--- src/hw/incdiv_pkg.sv ---
// constants and types shared by the divide/increment execution unit
package incdiv_pkg;

    // ------------------------------------------------------------
    // widths
    // ------------------------------------------------------------
    localparam int WORD_W = 16;
    localparam int ADDR_W = 12;

    // ------------------------------------------------------------
    // register byte offsets
    // ------------------------------------------------------------
    localparam logic [11:0] OFS_CMD       = 12'h000;
    localparam logic [11:0] OFS_STATUS    = 12'h004;
    localparam logic [11:0] OFS_ACC_D     = 12'h008;
    localparam logic [11:0] OFS_IDX_X     = 12'h00C;
    localparam logic [11:0] OFS_STK_P     = 12'h010;
    localparam logic [11:0] OFS_CCR       = 12'h014;
    localparam logic [11:0] OFS_MEM_ADDR  = 12'h018;
    localparam logic [11:0] OFS_PROG_ADDR = 12'h01C;
    localparam logic [11:0] OFS_CFG       = 12'h020;

    // ------------------------------------------------------------
    // field positions and reset values
    // ------------------------------------------------------------
    localparam int STAT_BUSY    = 0;
    localparam int STAT_ILLEGAL = 1;
    localparam int CFG_OLD_CORE = 0;
    localparam int CCR_C        = 0;
    localparam int CCR_V        = 1;
    localparam int CCR_Z        = 2;
    localparam int CCR_N        = 3;
    localparam logic [7:0]  RST_CCR  = 8'h00;
    localparam logic [15:0] RST_WORD = 16'h0000;

    // flag update masks, order n z v c
    localparam logic [3:0] MASK_NZVC = 4'hF;
    localparam logic [3:0] MASK_NZV  = 4'hE;
    localparam logic [3:0] MASK_ZVC  = 4'h7;
    localparam logic [3:0] MASK_Z    = 4'h4;
    localparam logic [3:0] MASK_C    = 4'h1;

    // ------------------------------------------------------------
    // opcodes, prebyte in the upper byte where present
    // ------------------------------------------------------------
    localparam logic [15:0] OPC_UDIV    = 16'h1810;
    localparam logic [15:0] OPC_SDIV    = 16'h1815;
    localparam logic [15:0] OPC_INC_EXT = 16'h0072;
    localparam logic [15:0] OPC_INC_IDX = 16'h0062;
    localparam logic [15:0] OPC_INCREMENT_ACC_A    = 16'h0042;
    localparam logic [15:0] OPC_INCREMENT_ACC_B    = 16'h0052;
    localparam logic [15:0] OPC_INS     = 16'h1B81;
    localparam logic [15:0] OPC_INX     = 16'h0008;

    // ------------------------------------------------------------
    // arithmetic constants and timing
    // ------------------------------------------------------------
    localparam logic [15:0] QUO_ZERO_DIV     = 16'hFFFF;
    localparam logic [15:0] SDIV_MIN         = 16'h8000;
    localparam logic [15:0] SDIV_NEG1        = 16'hFFFF;
    localparam logic [7:0]  BYTE_OVF_OPERAND = 8'h7F;
    localparam int          CLK_PERIOD_NS    = 8;
    localparam int          DIV_CYCLES       = 12;
    localparam logic [3:0]  DIV_WAIT_LAST    = 4'(DIV_CYCLES - 3);
    localparam int          DIV_BITS_STEP    = 2;

    typedef enum logic [3:0] {
        S_IDLE, S_DECODE, S_DIV, S_DWB, S_EXEC,
        S_MRD, S_MDAT, S_MWR, S_INS1, S_INS2
    } state_t;

endpackage

--- src/hw/udiv_core.sv ---
// iterative unsigned restoring divider, several quotient bits per cycle
`timescale 1ns/10ps
module udiv_core
    import incdiv_pkg::*;
#(
    parameter int WIDTH = WORD_W,
    parameter int BITS  = DIV_BITS_STEP
)(
    input  wire logic             mclk_i,
    input  wire logic             rst_i,
    input  wire logic             start_i,
    input  wire logic [WIDTH-1:0] dividend_i,
    input  wire logic [WIDTH-1:0] divisor_i,
    output logic      [WIDTH-1:0] quo_o,
    output logic      [WIDTH-1:0] rem_o
);
    localparam int STEPS = WIDTH / BITS;

    logic [WIDTH-1:0] den_r;
    logic [4:0]       cnt_r;
    logic [WIDTH-1:0] q_nxt;
    logic [WIDTH-1:0] r_nxt;
    logic [WIDTH:0]   trial;

    // ------------------------------------------------------------
    // one step: shift in BITS dividend bits, subtract when it fits
    // ------------------------------------------------------------
    // a zero divisor yields an all-ones quotient on its own
    always_comb
    begin
        q_nxt = quo_o;
        r_nxt = rem_o;
        trial = '0;
        for (int i = 0; i < BITS; i++)
        begin
            trial = {r_nxt, q_nxt[WIDTH-1]};
            q_nxt = {q_nxt[WIDTH-2:0], 1'b0};
            if (trial >= {1'b0, den_r})
            begin
                trial    = trial - {1'b0, den_r};
                q_nxt[0] = 1'b1;
            end
            r_nxt = trial[WIDTH-1:0];
        end
    end

    // quotient register doubles as the dividend shifter
    always_ff @(posedge mclk_i or posedge rst_i)
    begin
        if (rst_i)
        begin
            quo_o <= '0;
            rem_o <= '0;
            den_r <= '0;
            cnt_r <= '0;
        end
        else if (start_i)
        begin
            quo_o <= dividend_i;
            rem_o <= '0;
            den_r <= divisor_i;
            cnt_r <= 5'(STEPS);
        end
        else if (cnt_r != 5'h00)
        begin
            quo_o <= q_nxt;
            rem_o <= r_nxt;
            cnt_r <= cnt_r - 5'h01;
        end
    end

endmodule

--- src/hw/incdiv_exec.sv ---
// divide and increment execution unit with an apb register slave
//
// Contract
// RQ1 - unsigned divide: quotient to x, remainder to d
// RQ2 - unsigned zero divisor sets carry, quotient all ones
// RQ3 - unsigned: z from quotient, v cleared, others kept; the code clears carry when the divisor is nonzero
// RQ4 - signed divide: signed quotient x, remainder d
// RQ5 - signed zero divisor: d, x kept, carry set
// RQ6 - only overflow: 8000 by ffff
// RQ7 - signed v set on overflow, else cleared
// RQ8 - signed n, z follow quotient when valid
// RQ9 - memory increment: read, add one, write back
// RQ10 - byte increments update n z v, keep carry
// RQ11 - v when operand was 7f, z on zero
// RQ12 - opcode 42 increments accumulator a
// RQ13 - opcode 52 increments accumulator b
// RQ14 - stack increment: add one, flags untouched
// RQ15 - older core fetches twice, newer fetch plus free
// RQ16 - opcode 08 increments x, only z updated
// RQ17 - divides take twelve cycles, busy until written
//
// Added by the designer: the register addresses and register access over APB.
`timescale 1ns/10ps
module incdiv_exec
    import incdiv_pkg::*;
(
    input  wire logic              mclk_i,
    input  wire logic              rst_i,
    input  wire logic              psel_i,
    input  wire logic              penable_i,
    input  wire logic              pwrite_i,
    input  wire logic [ADDR_W-1:0] paddr_i,
    input  wire logic [31:0]       pwdata_i,
    output logic      [31:0]       prdata_o,
    output logic                   pready_o,
    output logic                   pslverr_o,
    output logic      [15:0]       mem_addr_o,
    output logic                   mem_rd_o,
    output logic                   mem_wr_o,
    output logic      [7:0]        mem_wdata_o,
    input  wire logic [7:0]        mem_rdata_i,
    output logic                   prog_fetch_o,
    output logic      [15:0]       prog_addr_o,
    output logic                   busy_o
);
    state_t      state_r;
    state_t      state_nxt;
    logic [15:0] cmd_r;
    logic [15:0] d_r;
    logic [15:0] x_r;
    logic [15:0] sp_r;
    logic [7:0]  ccr_r;
    logic [15:0] op_d_r;
    logic [15:0] op_x_r;
    logic [3:0]  cnt_r;
    logic        old_core_r;
    logic        illegal_r;
    logic [15:0] quo_u;
    logic [15:0] rem_u;

    // ------------------------------------------------------------
    // helpers
    // ------------------------------------------------------------
    function automatic logic [15:0] mag16(input logic [15:0] v, input logic neg);
        return neg ? (~v + 16'h0001) : v;
    endfunction

    function automatic logic [7:0] upd_ccr(input logic [7:0] old,
                                           input logic [3:0] mask,
                                           input logic [3:0] nzvc);
        logic [7:0] c;
        c = old;
        if (mask[3]) c[CCR_N] = nzvc[3];
        if (mask[2]) c[CCR_Z] = nzvc[2];
        if (mask[1]) c[CCR_V] = nzvc[1];
        if (mask[0]) c[CCR_C] = nzvc[0];
        return c;
    endfunction

    // ------------------------------------------------------------
    // apb decode
    // ------------------------------------------------------------
    wire acc_phase = psel_i & penable_i;
    wire apb_done  = acc_phase & pready_o;
    wire sel_cmd   = paddr_i == OFS_CMD;
    wire sel_stat  = paddr_i == OFS_STATUS;
    wire sel_d     = paddr_i == OFS_ACC_D;
    wire sel_x     = paddr_i == OFS_IDX_X;
    wire sel_sp    = paddr_i == OFS_STK_P;
    wire sel_ccr   = paddr_i == OFS_CCR;
    wire sel_ma    = paddr_i == OFS_MEM_ADDR;
    wire sel_pa    = paddr_i == OFS_PROG_ADDR;
    wire sel_cfg   = paddr_i == OFS_CFG;
    wire arch_reg  = sel_cmd | sel_d | sel_x | sel_sp | sel_ccr | sel_ma | sel_pa | sel_cfg;
    wire mapped    = arch_reg | sel_stat;
    // state cannot change under a running instruction, so writes are refused
    wire err_now   = ~mapped | (pwrite_i & sel_stat) | (pwrite_i & busy_o & arch_reg);
    wire wr_ok     = apb_done & pwrite_i & ~pslverr_o;
    wire cmd_go    = wr_ok & sel_cmd;

    wire [31:0] rd_data =
        sel_cmd  ? {16'h0000, cmd_r} :
        sel_stat ? {30'h00000000, illegal_r, busy_o} :
        sel_d    ? {16'h0000, d_r} :
        sel_x    ? {16'h0000, x_r} :
        sel_sp   ? {16'h0000, sp_r} :
        sel_ccr  ? {24'h000000, ccr_r} :
        sel_ma   ? {16'h0000, mem_addr_o} :
        sel_pa   ? {16'h0000, prog_addr_o} :
        sel_cfg  ? {31'h00000000, old_core_r} : 32'h00000000;

    // ------------------------------------------------------------
    // instruction decode
    // ------------------------------------------------------------
    wire in_dec  = state_r == S_DECODE;
    wire in_dwb  = state_r == S_DWB;
    wire in_exec = state_r == S_EXEC;
    wire in_mdat = state_r == S_MDAT;
    wire is_sdiv = cmd_r == OPC_SDIV;
    wire is_div  = (cmd_r == OPC_UDIV) | is_sdiv;
    wire is_mem  = (cmd_r == OPC_INC_EXT) | (cmd_r == OPC_INC_IDX);
    wire is_one  = (cmd_r == OPC_INCREMENT_ACC_A) | (cmd_r == OPC_INCREMENT_ACC_B) | (cmd_r == OPC_INX);
    wire do_increment_acc_a = in_exec & (cmd_r == OPC_INCREMENT_ACC_A);
    wire do_increment_acc_b = in_exec & (cmd_r == OPC_INCREMENT_ACC_B);
    wire do_inx  = in_exec & (cmd_r == OPC_INX);
    wire div_go  = in_dec & is_div;

    // ------------------------------------------------------------
    // divide datapath: magnitudes in, signs restored at write back
    // ------------------------------------------------------------
    udiv_core #(
        .WIDTH (WORD_W),
        .BITS  (DIV_BITS_STEP)
    ) u_div (
        .mclk_i     (mclk_i),
        .rst_i      (rst_i),
        .start_i    (div_go),
        .dividend_i (mag16(d_r, is_sdiv & d_r[15])), // RQ4
        .divisor_i  (mag16(x_r, is_sdiv & x_r[15])), // RQ4
        .quo_o      (quo_u),
        .rem_o      (rem_u)
    );

    wire        zdiv     = op_x_r == RST_WORD;
    wire        sdiv_ovf = (op_d_r == SDIV_MIN) & (op_x_r == SDIV_NEG1); // RQ6
    wire [15:0] quo_s    = mag16(quo_u, op_d_r[15] ^ op_x_r[15]); // RQ4
    wire [15:0] rem_s    = mag16(rem_u, op_d_r[15]); // remainder takes dividend sign
    wire [15:0] x_res    = zdiv ? QUO_ZERO_DIV : (is_sdiv ? quo_s : quo_u); // RQ2
    wire [15:0] d_res    = is_sdiv ? rem_s : rem_u; // RQ1
    // unsigned zero divisor leaves d as it was rather than junk
    wire        d_wb     = in_dwb & ~zdiv;
    wire        x_wb     = in_dwb & ~(is_sdiv & zdiv); // RQ5
    wire [7:0]  udiv_ccr = upd_ccr(ccr_r, MASK_ZVC,
                                   {1'b0, x_res == RST_WORD, 1'b0, zdiv}); // RQ3
    wire [7:0]  sdiv_ccr = zdiv ? upd_ccr(ccr_r, MASK_C, 4'h1) : // RQ5
                           upd_ccr(ccr_r, MASK_NZVC,
                                   {quo_s[15], quo_s == RST_WORD, sdiv_ovf, 1'b0}); // RQ8
    wire [7:0]  div_ccr  = is_sdiv ? sdiv_ccr : udiv_ccr; // RQ7

    // ------------------------------------------------------------
    // byte and word increments
    // ------------------------------------------------------------
    wire [7:0]  byte_opnd = in_mdat ? mem_rdata_i : (do_increment_acc_a ? d_r[15:8] : d_r[7:0]);
    wire [7:0]  byte_res  = byte_opnd + 8'h01; // RQ9
    wire        byte_upd  = do_increment_acc_a | do_increment_acc_b | in_mdat;
    wire [7:0]  byte_ccr  = upd_ccr(ccr_r, MASK_NZV, {byte_res[7], byte_res == 8'h00,
                                    byte_opnd == BYTE_OVF_OPERAND, 1'b0}); // RQ11
    wire [15:0] inc_x     = x_r + 16'h0001;
    wire [7:0]  inx_ccr   = upd_ccr(ccr_r, MASK_Z, {1'b0, inc_x == RST_WORD, 2'b00}); // RQ16
    wire        ins_done  = state_r == S_INS2;

    // ------------------------------------------------------------
    // architectural next values, software write first
    // ------------------------------------------------------------
    wire [15:0] d_nxt   = (wr_ok & sel_d) ? pwdata_i[15:0] :
                          d_wb    ? d_res : // RQ1
                          do_increment_acc_a ? {byte_res, d_r[7:0]} : // RQ12
                          do_increment_acc_b ? {d_r[15:8], byte_res} : d_r; // RQ13
    wire [15:0] x_nxt   = (wr_ok & sel_x) ? pwdata_i[15:0] :
                          x_wb   ? x_res : // RQ1
                          do_inx ? inc_x : x_r; // RQ16
    wire [15:0] sp_nxt  = (wr_ok & sel_sp) ? pwdata_i[15:0] :
                          ins_done ? sp_r + 16'h0001 : sp_r; // RQ14
    // byte flags keep carry because its mask bit is clear
    wire [7:0]  ccr_nxt = (wr_ok & sel_ccr) ? pwdata_i[7:0] :
                          in_dwb   ? div_ccr :
                          byte_upd ? byte_ccr : // RQ10
                          do_inx   ? inx_ccr : ccr_r;

    // ------------------------------------------------------------
    // sequencer
    // ------------------------------------------------------------
    always_comb
    begin
        state_nxt = state_r;
        case (state_r)
            S_IDLE:   state_nxt = cmd_go ? S_DECODE : S_IDLE;
            S_DECODE: state_nxt = is_div ? S_DIV : is_mem ? S_MRD :
                                  is_one ? S_EXEC : (cmd_r == OPC_INS) ? S_INS1 : S_IDLE;
            S_DIV:    state_nxt = (cnt_r == DIV_WAIT_LAST) ? S_DWB : S_DIV; // RQ17
            S_MRD:    state_nxt = S_MDAT; // RQ9
            S_MDAT:   state_nxt = S_MWR;
            S_INS1:   state_nxt = S_INS2; // RQ15
            default:  state_nxt = S_IDLE;
        endcase
    end

    // apb response takes one wait state so outputs come from flops
    always_ff @(posedge mclk_i or posedge rst_i)
    begin
        if (rst_i)
        begin
            pready_o  <= 1'b0;
            pslverr_o <= 1'b0;
            prdata_o  <= 32'h00000000;
        end
        else
        begin
            pready_o  <= acc_phase & ~pready_o;
            pslverr_o <= acc_phase & ~pready_o & err_now;
            prdata_o  <= (acc_phase & ~pready_o & ~err_now) ? rd_data : 32'h00000000;
        end
    end

    // software registers and status
    always_ff @(posedge mclk_i or posedge rst_i)
    begin
        if (rst_i)
        begin
            cmd_r       <= RST_WORD;
            mem_addr_o  <= RST_WORD;
            prog_addr_o <= RST_WORD;
            old_core_r  <= 1'b0;
            illegal_r   <= 1'b0;
        end
        else
        begin
            cmd_r       <= cmd_go ? pwdata_i[15:0] : cmd_r;
            mem_addr_o  <= (wr_ok & sel_ma) ? pwdata_i[15:0] : mem_addr_o;
            prog_addr_o <= (wr_ok & sel_pa) ? pwdata_i[15:0] : prog_addr_o;
            old_core_r  <= (wr_ok & sel_cfg) ? pwdata_i[CFG_OLD_CORE] : old_core_r;
            illegal_r   <= cmd_go ? 1'b0 : (in_dec & (state_nxt == S_IDLE)) | illegal_r;
        end
    end

    // architectural state and sequencer registers
    always_ff @(posedge mclk_i or posedge rst_i)
    begin
        if (rst_i)
        begin
            state_r <= S_IDLE;
            d_r     <= RST_WORD;
            x_r     <= RST_WORD;
            sp_r    <= RST_WORD;
            ccr_r   <= RST_CCR;
            op_d_r  <= RST_WORD;
            op_x_r  <= RST_WORD;
            cnt_r   <= 4'h0;
        end
        else
        begin
            state_r <= state_nxt;
            d_r     <= d_nxt;
            x_r     <= x_nxt;
            sp_r    <= sp_nxt;
            ccr_r   <= ccr_nxt;
            op_d_r  <= div_go ? d_r : op_d_r;
            op_x_r  <= div_go ? x_r : op_x_r;
            cnt_r   <= (state_r == S_DIV) ? cnt_r + 4'h1 : 4'h0;
        end
    end

    // strobes follow the next state so they sit in flops
    always_ff @(posedge mclk_i or posedge rst_i)
    begin
        if (rst_i)
        begin
            busy_o       <= 1'b0;
            mem_rd_o     <= 1'b0;
            mem_wr_o     <= 1'b0;
            mem_wdata_o  <= 8'h00;
            prog_fetch_o <= 1'b0;
        end
        else
        begin
            busy_o       <= state_nxt != S_IDLE; // RQ17
            mem_rd_o     <= state_nxt == S_MRD;
            mem_wr_o     <= state_nxt == S_MWR; // RQ9
            mem_wdata_o  <= in_mdat ? byte_res : mem_wdata_o;
            prog_fetch_o <= (state_nxt == S_INS1) | ((state_nxt == S_INS2) & old_core_r); // RQ15
        end
    end
endmodule

--- config.mk ---
export PLATFORM = sky130hd
export DESIGN_NAME = incdiv_exec
export DESIGN_NICKNAME = d
export VERILOG_FILES = /design/src/hw/incdiv_pkg.sv /design/src/hw/udiv_core.sv /design/src/hw/incdiv_exec.sv
export SDC_FILE = /design/constraint.sdc
export NUM_CORES = 1
export LEC_CHECK = 0
export ABC_AREA = 1
export ABC_CLOCK_PERIOD_IN_PS = 7010
export BUFFER_PORTS_ARGS = -buffer_cell sky130_fd_sc_hd__buf_2
export CORE_UTILIZATION = 29
export CTS_BUF_LIST = sky130_fd_sc_hd__clkbuf_16
export CTS_CLUSTER_DIAMETER = 150
export DETAILED_ROUTE_END_ITERATION = 10
export MAX_ROUTING_LAYER = met4
export SYNTH_ARGS = -nofsm -noshare
export SYNTH_HDL_FRONTEND = slang
export SYNTH_SLANG_ARGS = --single-unit
export TNS_END_PERCENT = 100
--- constraint.sdc ---
create_clock -name mclk_i -period 7.01 [get_ports mclk_i]
set_input_delay 0.701 -clock mclk_i [delete_from_list [all_inputs] [get_ports mclk_i]]
set_output_delay 0.701 -clock mclk_i [all_outputs]
set_load 0.01 [all_outputs]
==> impl_metrics.env, run 1 <==
export IMPL_max_freq_mhz=185
export IMPL_relSlewSlack=0.297
export IMPL_pin_count=135
export IMPL_start_util=0.296
export IMPL_drt_pass1_iterations=7
export IMPL_required_ns=7.46
export IMPL_mostFrequentLayoutCells="nand2_1, inv_1, dfrtp_1"
export IMPL_clk_latency_ns=0.60
export IMPL_post_layout_nonfiller_instances=2903
export IMPL_synthToLayoutAreaGrowth_pct=13.9
export IMPL_clk_pin_slew_ns=0.07
export IMPL_yosys_top_cells_area="dfrtp_1, nand2_1, o21ai_0"
export IMPL_cts_tree="built"
export IMPL_setup_tns_ns=0
export IMPL_synth_edf_count=0
export IMPL_final_setup_viol_count=0
export IMPL_ys_flop_type="dfrtp_1"
export IMPL_cts_hold_buffers=0
export IMPL_antenna_found_initial=0
export IMPL_rsz0062_at_grt="false"
export IMPL_ant_nets=0
export IMPL_synth_top_area_share=0.373
export IMPL_tightestPinTransition_ns=1.05
export IMPL_clock_path_buffers=3
export IMPL_cts_resized_gates=0
export IMPL_hold_slack_ns=0.196
export IMPL_synth_distinct_cells=64
export IMPL_r2r_start="u_div.den_r[8]$_DFFE_PP0P_"
export IMPL_ir_worst_vdd_mv=0.196
export IMPL_grt_pass1_wl_um=89700
export IMPL_worstPathMaxFanout=29
export IMPL_endpoint="u_div.rem_o[2]$_DFFE_PP0P_"
export IMPL_max_stage_delay_ns=0.75
export IMPL_wl_per_cell_um=20.2
export IMPL_overflow=0
export IMPL_cap_viol_max_count=0
export IMPL_clockRootBuffer="clkbuf_16"
export IMPL_fin_nets=2304
export IMPL_min_period_over_period=0.772
export IMPL_synth_top_area_cell="dfrtp_1"
export IMPL_synth_cells=2128
export IMPL_die_h_um=232
export IMPL_r2r_end="u_div.rem_o[2]$_DFFE_PP0P_"
export IMPL_diodes=0
export IMPL_drtIter0Drc=1436
export IMPL_yosys_register_bits=228
export IMPL_leakagePower_uw=0.00838
export IMPL_nFillCells=5587
export IMPL_place_inst=2851
export IMPL_grt_max_degree=105
export IMPL_h_tree_depth=1
export IMPL_dpl_hpwl_um=44600
export IMPL_endpoint_kind="flip-flop"
export IMPL_fp_row_count=83
export IMPL_multiInputGateArea_um2=8230
export IMPL_drcViolationCount=0
export IMPL_status="completed"
export IMPL_syn_avg_cell_area_um2=7.19
export IMPL_gp_congestion=0.974
export IMPL_yosys_warnings=0
export IMPL_portBuffers=102
export IMPL_register_area_um2=5710
export IMPL_crit_arrival_ns=5.86
export IMPL_path_class="flip-flop to flip-flop"
export IMPL_final_core_util=0.337
export IMPL_skew_ns=0.0323
export IMPL_startpoint_type="flip-flop"
export IMPL_r2r_cells=26
export IMPL_die_w_um=232
export IMPL_layout_commonest_cell="nand2_1"
export IMPL_vias=15600
export IMPL_die_area_um2=53700
export IMPL_ys_seq_area_frac=0.373
export IMPL_viasPerCell=5.37
export IMPL_cts_setup_buffers=0
export IMPL_syn_area_um2=15300
export IMPL_drive_gt1_frac=0.106
export IMPL_slew_violations=0
export IMPL_dpl_cell_area_um2=16400
export IMPL_p_per_area_nw_per_um2=172
export IMPL_core_um2=51700
export IMPL_crit_path_start="u_div.den_r[8]$_DFFE_PP0P_"
export IMPL_hold_viol=0
export IMPL_cts_sinks=228
export IMPL_grt_total_usage=0.223
export IMPL_holdCritPathClass="primary input to asynchronous set/reset pin"
export IMPL_cts_made_buffers=28
export IMPL_fin_crit_ns=5.41
export IMPL_final_cell_area_um2=17400
export IMPL_synth_async_reset_ratio=1.00
export IMPL_ff2ff_setup_slack_ns=1.60
export IMPL_slowest_stage="nand2_1"
export IMPL_routed_wirelength_um=58700
export IMPL_grt_pass1_vias=14800
per-layer routing:
metal | wire [um] | GRT usage
met1 | 25200 | 0.294
met2 | 26500 | 0.349
met3 | 4320 | 0.0241
met4 | 2620 | 0.0911
met5 | 0 | -
report_power, final:
part           switching [uW]  internal, uW
Combinational            63.4          11.9
Clock                     646           955
Sequential              0.795          1320
through the flow:
step	total power, uW	worst slack, ns
5_1_grt	3070	0.992
6_report	2990	1.60
3_5_place_dp	1420	1.63
2_1_floorplan	1380	0.0611
4_1_cts	3020	1.61
3_3_place_gp	1420	1.60
worst max-delay path: cells and delay by family (launching register included):
kind	cells	cell delay, ns
AO/OA/AOI/OAI	10	1.80
adder cells (fa/ha/maj)	2	0.59
buffers and inverters	6	0.86
flip-flops	1	0.35
AND/OR/NAND/NOR	8	1.64
cells in the mapped netlist, types with 2 or more instances:
library cell and n:
o21a_1 7, nor2_2 12, a22oi_1 20, nand3b_1 5, nand4_1 44, a41oi_1 2, nor2_1 180, a32o_1 3
xor2_1 37, clkbuf_1 51, inv_1 241, o31ai_1 2, buf_2 18, nor4_1 16, a221oi_1 3, clkinv_1 6
a21oi_1 79, a31oi_1 7, nand2_2 11, o221ai_1 36, buf_4 18, buf_1 3, xnor2_1 14, o211ai_1 45
inv_2 17, o32ai_1 3, fa_1 2, a211oi_1 3, nor2_4 2, a21boi_0 2, nor3_2 5, o21ai_1 33
nand2_1 484, ha_1 44, nand3_1 155, o22ai_1 22, dfrtp_1 228, o21ai_0 191, nand3_2 3, o2111ai_1 3
nor3_1 39, or2_2 10
area by class of cell:
cell class	count	area share
Multi-Input combinational cell	1560	0.472
Clock buffer	28	0.0402
Tap cell	680	0.0488
Inverter	264	0.0573
Clock inverter	24	0.0176
Timing Repair Buffer	119	0.0366
Sequential cell	228	0.327
worst min path at each step:
stage,startpoint,endpoint,cells after the start
after floorplan,op_d_r[0]$_DFFE_PP0P_,op_d_r[0]$_DFFE_PP0P_,2
after global placement,ccr_r[4]$_DFFE_PP0P_,ccr_r[4]$_DFFE_PP0P_,2
after detailed placement,op_d_r[0]$_DFFE_PP0P_,op_d_r[0]$_DFFE_PP0P_,2
after CTS,rst_i,op_x_r[8]$_DFFE_PP0P_,2
after global routing,rst_i,op_x_r[8]$_DFFE_PP0P_,2
final,rst_i,op_x_r[8]$_DFFE_PP0P_,2
state kept, by name, indices dropped and copies added (netlist names), 4 cells and up:
signal	count
cmd_r	16
d_r	16
mem_addr_o	16
op_d_r	16
prdata_o	16
prog_addr_o	16
sp_r	16
u_div.den_r	16
u_div.quo_o	16
u_div.rem_o	16
x_r	16
op_x_r	15
ccr_r	8
mem_wdata_o	8
u_div.cnt_r	5
cnt_r	4
state_r	4
kinds of logic after synthesis:
logic type               Yosys count  share of synthesized area
multiplexers                       1                   0.000654
AND/OR/NAND/NOR                  975                      0.281
AO/OA/AOI/OAI                    471                      0.184
flip-flops                       228                      0.373
XOR/XNOR                          51                     0.0292
buffers and inverters            355                     0.0935
other                              1                   0.000245
adder cells (fa/ha/maj)           46                     0.0386
(Power assumes the default switching activity.)
==> inputs of run 2 (changes only) <==
--- a/config.mk
+++ b/config.mk
@@ -6,7 +6,7 @@
 export NUM_CORES = 1
 export LEC_CHECK = 0
 export ABC_AREA = 1
-export ABC_CLOCK_PERIOD_IN_PS = 7010
+export ABC_CLOCK_PERIOD_IN_PS = 5390
 export BUFFER_PORTS_ARGS = -buffer_cell sky130_fd_sc_hd__buf_2
 export CORE_UTILIZATION = 29
 export CTS_BUF_LIST = sky130_fd_sc_hd__clkbuf_16
==> constraint.sdc (replaced) <==
create_clock -name mclk_i -period 5.39 [get_ports mclk_i]
set_input_delay 0.539 -clock mclk_i [delete_from_list [all_inputs] [get_ports mclk_i]]
set_output_delay 0.539 -clock mclk_i [all_outputs]
set_load 0.01 [all_outputs]
==> impl_metrics.env, run 2 (synthesis gave the netlist of run 1 again) <==
export IMPL_crit_arrival_ns=5.07
export IMPL_core_um2=51700
export IMPL_cap_viol_max_count=0
export IMPL_tightestPinTransition_ns=1.13
export IMPL_die_area_um2=53700
export IMPL_slew_violations=0
export IMPL_setup_ws_ns=0.773
export IMPL_vias=15600
export IMPL_fin_nets=2310
export IMPL_gp_congestion=0.989
export IMPL_cts_hold_buffers=0
export IMPL_drive_gt1_frac=0.105
export IMPL_drt_pass1_iterations=6
export IMPL_layout_commonest_cell="nand2_1"
export IMPL_leakagePower_uw=0.00841
export IMPL_viasPerCell=5.35
export IMPL_clock_path_buffers=3
export IMPL_path_class="flip-flop to flip-flop"
export IMPL_fp_row_count=83
export IMPL_register_area_um2=5710
export IMPL_relSlewSlack=0.248
export IMPL_rsz0062_at_grt="false"
export IMPL_grt_pass1_vias=14600
export IMPL_synthToLayoutAreaGrowth_pct=14.1
export IMPL_h_tree_depth=1
export IMPL_cts_made_buffers=29
export IMPL_diodes=0
export IMPL_clockRootBuffer="clkbuf_16"
export IMPL_multiInputGateArea_um2=8230
export IMPL_setup_tns_ns=0
export IMPL_p_total_uw=3850
export IMPL_nFillCells=5608
export IMPL_antenna_found_initial=0
export IMPL_grt_total_usage=0.224
export IMPL_worstPathMaxFanout=29
export IMPL_dpl_hpwl_um=45400
export IMPL_clk_pin_slew_ns=0.06
export IMPL_die_h_um=232
export IMPL_start_util=0.296
export IMPL_ant_nets=0
export IMPL_wl_per_cell_um=20.5
export IMPL_die_w_um=232
export IMPL_post_place_ws_ns=0.848
export IMPL_status="completed"
export IMPL_skew_ns=0.0174
export IMPL_grt_max_degree=170
export IMPL_endpoint_kind="flip-flop"
export IMPL_cts_sinks=228
export IMPL_holdCritPathClass="primary input to asynchronous set/reset pin"
export IMPL_ir_worst_vdd_mv=0.214
export IMPL_grt_pass1_wl_um=90200
export IMPL_hold_viol=0
export IMPL_required_ns=5.85
export IMPL_pin_count=135
export IMPL_drtIter0Drc=1505
export IMPL_drcViolationCount=0
export IMPL_mostFrequentLayoutCells="nand2_1, inv_1, dfrtp_1"
export IMPL_clk_latency_ns=0.59
export IMPL_cts_setup_buffers=0
export IMPL_overflow=0
export IMPL_cts_tree="built"
export IMPL_routed_wirelength_um=59600
export IMPL_final_setup_viol_count=0
export IMPL_p_per_area_nw_per_um2=220
export IMPL_min_period_over_period=0.857
export IMPL_fin_crit_ns=4.62
export IMPL_portBuffers=102
export IMPL_startpoint_type="flip-flop"
export IMPL_max_freq_mhz=217
export IMPL_cts_resized_gates=0
## run 2: cell types whose count changed in the layout (fill, tap and decap cells not counted)
cell	previous run	this run
clkinv_16	1	0
clkbuf_16	28	29
buf_4	17	20
inv_8	1	0
bufinv_16	6	5
inv_16	0	1
clkinvlp_4	4	3
clkinv_2	6	2
buf_12	0	2
inv_1	242	245
clkinv_1	9	14
## run 2: worst paths after layout
path	start	to	slack (ns)	cells past startpoint
worst max-delay path	u_div.quo_o[15]$_DFFE_PP0P_	u_div.rem_o[7]$_DFFE_PP0P_	0.77	27
worst min-delay path	rst_i	op_x_r[8]$_DFFE_PP0P_	0.20	3
worst max register to register	u_div.quo_o[15]$_DFFE_PP0P_	u_div.rem_o[7]$_DFFE_PP0P_	0.77	27
worst min register to register	mem_wdata_o[0]$_DFFE_PP0P_	mem_wdata_o[0]$_DFFE_PP0P_	0.48	2
max in group asynchronous	rst_i	state_r[2]$_DFF_PP0_	4.40	3
min in group mclk_i	pwdata_i[8]	x_r[8]$_DFFE_PP0P_	0.22	3
## run 2: layer usage
metal | routed length [um] | global-route usage | share of wire
met5 | 0 | - | 0
met4 | 1830 | 0.0705 | 0.031
met1 | 25800 | 0.296 | 0.43
met3 | 4090 | 0.0241 | 0.069
met2 | 27800 | 0.358 | 0.47
## run 2: final cells by class
cell class,instances,area share
multi-input cells,1560,0.471
flip-flops and latches,228,0.327
inverters,264,0.0569
well taps,680,0.0487
clock buffers,29,0.0415
repair buffers,124,0.0401
clock inverters,25,0.0150
## run 2: per-stage QoR
step	hold slack [ns]	cell area, um^2	utilization	std cells
after floorplan	0.442	15400	-	2143
after global placement	0.460	16500	0.319	2856
after detailed placement	0.463	16500	0.319	2856
after CTS	0.215	17500	0.338	2910
after global routing	0.246	17500	0.338	2910
final	0.195	17500	0.338	2910
## run 2: worst max-delay path, stage by stage, from the launching register on
cell	delay [ns]
dfrtp_1	0.41
inv_1	0.19
ha_1	0.18
inv_1	0.06
fa_1	0.40
nand2_1	0.09
nand2_1	0.12
nand2_1	0.09
nand2_1	0.10
a21boi_0	0.30
o21ai_0	0.20
xnor2_1	0.28
nand2_1	0.08
o21ai_0	0.12
inv_1	0.07
ha_1	0.37
nand4_1	0.15
nor3_1	0.16
nand2_1	0.08
o211ai_1	0.11
inv_1	0.07
nor2_1	0.12
inv_1	0.10
nand2_1	0.12
buf_12	0.18
o21ai_1	0.08
o211ai_1	0.12
o21ai_0	0.12
## run 2: where the power goes
| part | switching, uW | internal, uW | total, uW |
|---|---|---|---|
| logic | 80.9 | 16.4 | 97.3 |
| clock network | 815 | 1220 | 2030 |
| registers | 1.13 | 1710 | 1710 |
